## src/rtl/sl_pkg.sv

```systemverilog
// shared constants and state types for the status indicator block
package sl_pkg;

    // apb map, byte addresses, one aligned word each
    localparam int ADDR_W = 12;
    localparam logic [11:0] HARDWARE_CONFIG_REG_OFS = 12'h000;
    localparam logic [11:0] ASIC_CONFIG_OFS = 12'h004;
    localparam logic [11:0] POWER_MGMT_CONTROL_REG_OFS = 12'h008;
    localparam logic [11:0] RUN_OVERRIDE_OFS = 12'h00C;
    localparam logic [11:0] ERR_OVERRIDE_OFS = 12'h010;
    localparam logic [11:0] STATUS_OFS = 12'h014;

    // pin order in every indicator vector: links 0..2, run, error
    localparam int NUM_PINS = 5;
    localparam int NUM_PORTS = 3;
    localparam int RUN_IDX = 3;
    localparam int ERR_IDX = 4;

    // field positions
    localparam int POL_LSB = 0;
    localparam int SHIFT_LSB = 8;
    localparam int ERR_EN_BIT = 0;
    localparam int STATE_MODE_BIT = 1;
    localparam int DISABLE_BIT = 0;
    localparam int OVR_EN_BIT = 0;
    localparam int OVR_VAL_BIT = 1;
    localparam int LIT_LSB = 0;
    localparam int EE_ERR_BIT = 8;

    // reset values
    localparam logic [4:0] POL_RST = 5'h00;
    localparam logic [1:0] OVR_RST = 2'h0;
    localparam logic [1:0] SHIFT_RST = 2'h0;

    // transmit shift timing
    localparam int CLK_PERIOD_NS = 10;
    localparam int TX_STEP_NS = 10;
    localparam int TX_STEP_CYC = (TX_STEP_NS + CLK_PERIOD_NS - 1) / CLK_PERIOD_NS;
    localparam int TX_STEPS = 3;
    localparam int TX_W = 5;
    localparam logic [1:0] TX_SHIFT_BASE = 2'h2;

    typedef enum logic {PH_STRAP, PH_RUN} phase_e;

    typedef struct packed {
        phase_e phase;
        logic [4:0] pol;
        logic err_en;
        logic state_mode;
        logic dis;
        logic [1:0] run_ovr;
        logic [1:0] err_ovr;
        logic [1:0] shift;
        logic [31:0] rdata;
        logic [4:0] pin_out;
        logic [4:0] pin_oe;
    } ctrl_s;

    localparam ctrl_s CTRL_RST = '{phase: PH_STRAP, pol: POL_RST, err_en: 1'b0,
        state_mode: 1'b0, dis: 1'b0, run_ovr: OVR_RST, err_ovr: OVR_RST,
        shift: SHIFT_RST, rdata: 32'h0000_0000, pin_out: 5'h00, pin_oe: 5'h00};

endpackage

```

## src/rtl/tx_shift_line.sv

```systemverilog
// selectable whole-cycle delay line for transmit data and enable
`timescale 1ns/1ps
module tx_shift_line #(
    parameter int W = sl_pkg::TX_W,
    parameter int STEPS = sl_pkg::TX_STEPS,
    parameter int STEP_CYC = sl_pkg::TX_STEP_CYC
) (
    input wire logic clk,
    input wire logic rst,
    input wire logic [1:0] steps,
    input wire logic [W-1:0] din,
    output logic [W-1:0] dout
);
    localparam int DEPTH = STEPS * STEP_CYC;

    typedef struct packed {
        logic [DEPTH-1:0][W-1:0] pipe;
        logic [W-1:0] dout;
    } line_s;

    line_s q;
    line_s d;

    // the output flop adds one fixed cycle to every setting
    always_comb begin
        d = q;
        d.pipe[0] = din;
        for (int i = 1; i < DEPTH; i++) begin
            d.pipe[i] = q.pipe[i-1];
        end
        if (steps == 2'h0) begin
            d.dout = din;
        end else begin
            d.dout = q.pipe[int'(steps) * STEP_CYC - 1];
        end
    end

    always_ff @(posedge clk or posedge rst) begin
        if (rst) begin
            q <= '0;
        end else begin
            q <= d;
        end
    end

    assign dout = q.dout;
endmodule

```

## src/rtl/status_led_control.sv

```systemverilog
// indicator pin control, strap capture, transmit shift and apb registers
//
// Local design decisions: the APB slave port and the register offsets.
`timescale 1ns/1ps
module status_led_control (
    input wire logic SYS_CLK,
    input wire logic RST,
    input wire logic PSEL,
    input wire logic PENABLE,
    input wire logic PWRITE,
    input wire logic [11:0] PADDR,
    input wire logic [31:0] PWDATA,
    output logic [31:0] PRDATA,
    output logic PREADY,
    output logic PSLVERR,
    input wire logic CORE_RUN_STATE,
    input wire logic CORE_ERR_STATE,
    input wire logic [2:0] PORT_LINK_ACT,
    input wire logic EEPROM_LOAD_ERR,
    input wire logic CFG_LOAD_STB,
    input wire logic [1:0] CFG_LOAD_DATA,
    input wire logic [4:0] INDICATOR_POLARITY_STRAPS,
    input wire logic [4:0] STRAP_ON_PIN,
    input wire logic [4:0] STRAP_PIN_VAL,
    input wire logic [1:0] TX_SHIFT_STRAPS,
    input wire logic [3:0] TXD_IN,
    input wire logic TXEN_IN,
    output logic [3:0] TXD_OUT,
    output logic TXEN_OUT,
    output logic RUN_INDICATOR_OUT,
    output logic RUN_INDICATOR_OE,
    output logic ERROR_INDICATOR_OUT,
    output logic ERROR_INDICATOR_OE,
    output logic [2:0] LINK_ACTIVITY_INDICATOR_OUT,
    output logic [2:0] LINK_ACTIVITY_INDICATOR_OE
);

    sl_pkg::ctrl_s q;
    sl_pkg::ctrl_s d;
    logic setup;
    logic access;
    logic hit;
    logic [31:0] rd;
    logic run_src;
    logic err_src;
    logic err_allow;
    logic err_on;
    logic run_on;
    logic [4:0] lit;
    logic [4:0] tx_out;

    // whole next state in one process
    always_comb begin
        d = q;
        setup = PSEL && !PENABLE;
        access = PSEL && PENABLE;
        hit = 1'b1;
        rd = '0;

        // straps are caught one edge after reset release, never under reset
        if (q.phase == sl_pkg::PH_STRAP) begin
            d.phase = sl_pkg::PH_RUN;
            // strap-shared pins take the inverse so the pull sets the idle level
            d.pol = (STRAP_ON_PIN & ~STRAP_PIN_VAL)
                | (~STRAP_ON_PIN & INDICATOR_POLARITY_STRAPS);
            d.shift = TX_SHIFT_STRAPS;
        end

        // configuration memory image of the asic word
        if (CFG_LOAD_STB) begin
            d.err_en = CFG_LOAD_DATA[sl_pkg::ERR_EN_BIT];
            d.state_mode = CFG_LOAD_DATA[sl_pkg::STATE_MODE_BIT];
        end

        // read mux; an unmapped address reads zero and errors
        case (PADDR)
            sl_pkg::HARDWARE_CONFIG_REG_OFS: begin
                rd[sl_pkg::POL_LSB +: sl_pkg::NUM_PINS] = q.pol;
                rd[sl_pkg::SHIFT_LSB +: 2] = q.shift;
            end
            sl_pkg::ASIC_CONFIG_OFS: begin
                rd[sl_pkg::ERR_EN_BIT] = q.err_en;
                rd[sl_pkg::STATE_MODE_BIT] = q.state_mode;
            end
            sl_pkg::POWER_MGMT_CONTROL_REG_OFS: begin
                rd[sl_pkg::DISABLE_BIT] = q.dis;
            end
            sl_pkg::RUN_OVERRIDE_OFS: begin
                rd[1:0] = q.run_ovr;
            end
            sl_pkg::ERR_OVERRIDE_OFS: begin
                rd[1:0] = q.err_ovr;
            end
            sl_pkg::STATUS_OFS: begin
                rd[sl_pkg::LIT_LSB +: sl_pkg::NUM_PINS] = q.pin_oe;
                rd[sl_pkg::EE_ERR_BIT] = EEPROM_LOAD_ERR;
            end
            default: begin
                hit = 1'b0;
            end
        endcase

        // read data is caught in setup so it stands through the access phase
        if (setup) begin
            d.rdata = rd;
        end

        // a write wins over a same-cycle memory load, software had the last word
        if (access && PWRITE) begin
            case (PADDR)
                sl_pkg::HARDWARE_CONFIG_REG_OFS: begin
                    d.pol = PWDATA[sl_pkg::POL_LSB +: sl_pkg::NUM_PINS];
                end
                sl_pkg::ASIC_CONFIG_OFS: begin
                    d.err_en = PWDATA[sl_pkg::ERR_EN_BIT];
                    d.state_mode = PWDATA[sl_pkg::STATE_MODE_BIT];
                end
                sl_pkg::POWER_MGMT_CONTROL_REG_OFS: begin
                    d.dis = PWDATA[sl_pkg::DISABLE_BIT];
                end
                sl_pkg::RUN_OVERRIDE_OFS: begin
                    d.run_ovr = PWDATA[1:0];
                end
                sl_pkg::ERR_OVERRIDE_OFS: begin
                    d.err_ovr = PWDATA[1:0];
                end
                default: begin
                    d.rdata = q.rdata;
                end
            endcase
        end

        // indicator sources, override replaces the core state
        run_src = q.run_ovr[sl_pkg::OVR_EN_BIT] ? q.run_ovr[sl_pkg::OVR_VAL_BIT]
            : CORE_RUN_STATE;
        err_src = q.err_ovr[sl_pkg::OVR_EN_BIT] ? q.err_ovr[sl_pkg::OVR_VAL_BIT]
            : CORE_ERR_STATE;

        // forced enable only for an active-low error pin, whose high strap is safe
        err_allow = q.err_en
            || (EEPROM_LOAD_ERR && !q.pol[sl_pkg::ERR_IDX]);
        err_on = err_src && err_allow;

        // a bi-colour part must never show both colours at once
        run_on = run_src && !(q.state_mode && err_on);

        // link pins follow the port number whatever the chip mode
        lit = {err_on, run_on, PORT_LINK_ACT};

        // enable carries the on state; the data pin just holds the active level
        d.pin_out = q.pol;
        if (q.phase == sl_pkg::PH_RUN && !q.dis) begin
            d.pin_oe = lit;
        end else begin
            d.pin_oe = '0;
        end
    end

    // single state register
    always_ff @(posedge SYS_CLK or posedge RST) begin
        if (RST) begin
            q <= sl_pkg::CTRL_RST;
        end else begin
            q <= d;
        end
    end

    // bus answers in the first access cycle, no wait states
    assign PREADY = 1'b1;
    assign PSLVERR = PSEL && PENABLE && !hit;
    assign PRDATA = q.rdata;

    // pin outputs straight from flops
    assign RUN_INDICATOR_OUT = q.pin_out[sl_pkg::RUN_IDX];
    assign RUN_INDICATOR_OE = q.pin_oe[sl_pkg::RUN_IDX];
    assign ERROR_INDICATOR_OUT = q.pin_out[sl_pkg::ERR_IDX];
    assign ERROR_INDICATOR_OE = q.pin_oe[sl_pkg::ERR_IDX];
    assign LINK_ACTIVITY_INDICATOR_OUT = q.pin_out[sl_pkg::NUM_PORTS-1:0];
    assign LINK_ACTIVITY_INDICATOR_OE = q.pin_oe[sl_pkg::NUM_PORTS-1:0];

    // setting 2 is the zero point, xor turns the order 2,3,0,1 into 0..3 steps
    tx_shift_line #(
        .W(sl_pkg::TX_W),
        .STEPS(sl_pkg::TX_STEPS),
        .STEP_CYC(sl_pkg::TX_STEP_CYC)
    ) u_tx_shift (
        .clk(SYS_CLK),
        .rst(RST),
        .steps(q.shift ^ sl_pkg::TX_SHIFT_BASE),
        .din({TXEN_IN, TXD_IN}),
        .dout(tx_out)
    );

    assign TXD_OUT = tx_out[3:0];
    assign TXEN_OUT = tx_out[4];

    // helper: age after reset, so history checks skip reset-time samples
    logic [2:0] age_q;
    logic warm;
    logic [4:0] oe_all;
    logic [4:0] out_all;

    always_ff @(posedge SYS_CLK or posedge RST) begin
        if (RST) begin
            age_q <= 3'h0;
        end else if (age_q != 3'h7) begin
            age_q <= age_q + 3'h1;
        end
    end

    assign warm = (age_q == 3'h7);
    assign oe_all = {ERROR_INDICATOR_OE, RUN_INDICATOR_OE, LINK_ACTIVITY_INDICATOR_OE};
    assign out_all = {ERROR_INDICATOR_OUT, RUN_INDICATOR_OUT, LINK_ACTIVITY_INDICATOR_OUT};
endmodule

```

## config.mk

```make
export PLATFORM = sky130hd
export DESIGN_NAME = status_led_control
export DESIGN_NICKNAME = d
export VERILOG_FILES = /design/src/rtl/sl_pkg.sv /design/src/rtl/tx_shift_line.sv /design/src/rtl/status_led_control.sv
export SDC_FILE = /design/constraint.sdc
export NUM_CORES = 1
export LEC_CHECK = 0
export ABC_CLOCK_PERIOD_IN_PS = 3800
export BUFFER_PORTS_ARGS = -buffer_cell sky130_fd_sc_hd__buf_4
export CAP_MARGIN = 20
export CORE_ASPECT_RATIO = 0.6
export CORE_UTILIZATION = 49
export DETAILED_ROUTE_END_ITERATION = 16
export PLACE_DENSITY = 0.85
export SLEW_MARGIN = 20
export SYNTH_ARGS = -nofsm -noshare
export SYNTH_HDL_FRONTEND = slang
export SYNTH_SLANG_ARGS = --single-unit
```

## constraint.sdc

```tcl
create_clock -name SYS_CLK -period 3.8 [get_ports SYS_CLK]
set_clock_uncertainty 0.2 [all_clocks]
set_input_delay 0 -clock SYS_CLK [delete_from_list [all_inputs] [get_ports SYS_CLK]]
set_output_delay 0 -clock SYS_CLK [all_outputs]
set_load 0.02 [all_outputs]
```

==> impl_metrics.tcl <==
set metrics [dict create \
    synth_top_area_share_pct 50.88 \
    fin_crit_sh_pct 79.88 \
    root_buffer "clkbuf_8" \
    async_reset_ff_share_pct 100.0 \
    timing.rr.start "q[56]$_DFF_PP0_" \
    slew_headroom_pct 42.64 \
    cts_tree "done" \
    wirelength_um 5700 \
    yosys.area_share.xor_xnor_pct 0 \
    cp_cell_sequence "dlygate4sd3_1 > buf_4 > or4_4 > dlygate4sd3_1 > nor4_1 > dlygate4sd3_1 > nand2_1 > o31ai_1" \
    yosysSeqAreaShare_pct 50.88 \
    area_delta_synth_final_pct 34.74 \
    power.density_nw_per_um2 377.0 \
    p_leak_nw 1.704 \
    drcViolationCount 0 \
    max_freq_ghz 0.3295 \
    grt_pass1_vias 1851 \
    vias 1912 \
    synth_area_leaders "dfrtp_1 51%, buf_4 13%, mux2_2 7.9%, mux2i_1 5.1%, o21ai_0 2.7%" \
    crit_path_end_kind "flip-flop" \
    rrSetupSlack_ps 1500 \
    insertion_delay_ps 300 \
    clockBufferDepth 2 \
    finish.utilization_pct 72.11 \
    slew_violations 0 \
    n_fill_cell 331 \
    ctsResizeCount 0 \
    min_delay_path_depth 4 \
    cp_max_fo 3 \
    coreArea_um2 4778 \
    yosysMostFrequentCell "dfrtp_1" \
    place.gp.congestion 0.8243 \
    clk_pin_slew_worst_paths_ps 80 \
    viasPerCell 4.928 \
    ctsHoldBuffers 39 \
    syn_avg_cell_area_um2 11.22 \
    p_sw_w 0.0003232 \
    post_cts_buffers 0 \
    pre_cts_slack_ps 1555 \
    syn_inst 228 \
    finalSetupTns_ps 0 \
    hold-path-endpoint "PRDATA[1]$_DFFE_PP0P_" \
    port_buffers 75 \
    setup_slack_ps 764.7 \
    synth_mux_area_share_pct 13.01 \
    slowest_stage "dlygate4sd3_1" \
    final_nets 406 \
    yosysWarnings 0 \
    whs_ps 51.06 \
    syn-cell-area_um2 2557 \
    place_area_um2 2925 \
    die_area_um2 5522 \
    critPathMaxStageDelay_ps 670 \
    diodes 0 \
    start_util_pct 53.52 \
    cts.htree.levels 2 \
    hold_violations 0 \
    comb_power_share_pct 19.8 \
    io_pins 129 \
    ys_dominant_reg_cell "dfrtp_1" \
    cp.arrival_ps 3040 \
    synthSimpleGateAreaFrac_pct 11.69 \
    switching_share_pct 24.88 \
    rsz0062_at_grt "false" \
    yosys_register_bits 52 \
    numCtsBuffers 5 \
    path_class "in2reg" \
    p_int_w 0.0009759 \
    clkPwrFrac_pct 33.0 \
    grt_start_max_net_pins 53 \
    ys_types 34 \
    worstMarginPinSlew_ps 860.4 \
    rows 19 \
    setup_viol 0 \
    synth_fa_ha_area_share_pct 0.4892 \
    drtIter0Drc 161 \
    gr-total-overflow 0 \
    drive_gt1_share_pct 33.54 \
    routedWlPerCell_um 14.69 \
    dp_hpwl_um 3954 \
    reg2regPathDepth 4 \
    finalCriticalPeriod_ps 3035 \
    synth-edff-count 0 \
    maxCapViolations 0 \
    finalInstanceArea_um2 3446 \
    r2r-end "oe_all[3]$_DFF_PP0_" \
    seqPwrFrac_pct 47.2 \
    startpoint_type "input pin" \
    grt_usage_pct 22.34 \
    drtPass1Iterations 5 \
    min_from "PSEL" \
    die_w_um 95.27 \
    synth_top_family_by_area "buffers and inverters" \
    synth.largest_area_cell "dfrtp_1" \
    hp-class "in2reg" \
    synth_compound_area_share_pct 7.632 \
    outcome "complete, no violations" \
    synth_common_cells "52 x dfrtp_1, 43 x buf_4, 18 x mux2_2" \
    dieHeight_um 57.96 \
    cts_sinks 52 \
    crit_path_frequent_cell "dlygate4sd3_1" \
    grt_pass1_wl_um 8970 \
    worstPathRequired_ps 3800 \
    drtAntennaViolNets 0 \
    irDropWorstVdd_mv 0.2187 \
    antenna_found_initial 0 \
]
## sequential cells by signal, indices dropped and copies added, names as in the netlist
name,cells
q,10
oe_all,5
u_tx_shift.dout,5
u_tx_shift.q,5
u_tx_shift.d,10
out_all,5
PRDATA,7
d,5
## worst max path at each step
| stage | slack, ps | cells past startpoint | startpoint | end |
|---|---|---|---|---|
| 6_report | 760 | 8 | PADDR[8] | PRDATA[0]$_DFFE_PP0P_ |
| 5_1_grt | 670 | 8 | PADDR[8] | PRDATA[1]$_DFFE_PP0P_ |
| 3_3_place_gp | 1560 | 5 | PADDR[1] | d[8]$_DFF_PP0_ |
| 2_1_floorplan | 1800 | 4 | PADDR[1] | d[5]$_DFF_PP0_ |
| 3_5_place_dp | 1560 | 5 | PADDR[1] | d[6]$_DFF_PP0_ |
| 4_1_cts | 900 | 7 | PADDR[8] | d[8]$_DFF_PP0_ |
## metal layers
| layer | global-route usage, % | up-vias | wire (µm) |
|---|---|---|---|
| met2 | 34.39 | 95 | 2671 |
| met3 | 5.774 | 8 | 478 |
| li1 | - | 911 | - |
| met5 | 0 | - | 0 |
| met1 | 31.22 | 898 | 2479 |
| met4 | 7.143 | 0 | 70 |
## cells by family (layout without fill, tap and decap cells)
group / count (synthesis) / in the layout
and+or+nand+nor: 51 / 51
other: 2 / 27
adders and majority gates: 1 / 1
muxes: 31 / 31
AOI/OAI and AO/OA: 31 / 31
buffers and inverters: 60 / 132
DFF: 52 / 52
## power groups by stage
stage          clock network (W)  logic, W  registers (W)
2_1_floorplan                  0  0.000163       0.000622
3_3_place_gp                   0  0.000215       0.000621
3_5_place_dp                   0  0.000220       0.000624
4_1_cts                 0.000435  0.000255       0.000613
5_1_grt                 0.000464  0.000279       0.000617
6_report                0.000429  0.000257       0.000613
## layout make-up
class | count | area (µm²) | share of cell area (%)
Clock buffer | 5 | 68.82 | 1.997
Clock inverter | 2 | 60.06 | 1.743
Inverter | 11 | 42.54 | 1.235
Multi-Input combinational cell | 141 | 940.9 | 27.31
Sequential cell | 52 | 1301 | 37.76
Tap cell | 63 | 78.83 | 2.288
Timing Repair Buffer | 114 | 953.4 | 27.67
## cells in the final DEF, fill, tap and decap left out
cell / instances
or3_2: 2
clkinv_2: 1
nor3_4: 1
conb_1: 27
o21ai_0: 14
and3_1: 1
or4_4: 2
nand2_1: 16
nor4_1: 2
ha_1: 1
nor3_2: 1
dlygate4sd3_1: 39
nand3_1: 2
a21oi_1: 7
dfrtp_1: 52
a31oi_1: 1
buf_4: 75
nor2_1: 7
and2_1: 4
nand2b_1: 1
and4_1: 1
o31ai_1: 1
bufinv_16: 2
nor3_1: 1
mux2_2: 18
mux2i_1: 13
and2_0: 4
nand4_1: 1
a22o_1: 1
inv_1: 10
clkbuf_8: 5
a221oi_1: 2
a221o_1: 5
nor4_2: 2
nor2b_1: 3
## critical path, delay by kind of cell
| kind | cells | cell delay (ps) |
|---|---|---|
| buffers and inverters | 4 | 1940 |
| and+or+nand+nor | 3 | 880 |
| AOI/OAI and AO/OA | 1 | 230 |
## through the flow
| step | instances | power (W) |
|---|---|---|
| 5_1_grt | 388 | 0.001359 |
| 6_report | 388 | 0.001299 |
| 2_1_floorplan | 253 | 0.0007847 |
| 3_5_place_dp | 342 | 0.0008435 |
| 3_3_place_gp | 342 | 0.0008360 |
| 4_1_cts | 388 | 0.001303 |
Note: power is estimated with default switching activity, not from simulation.
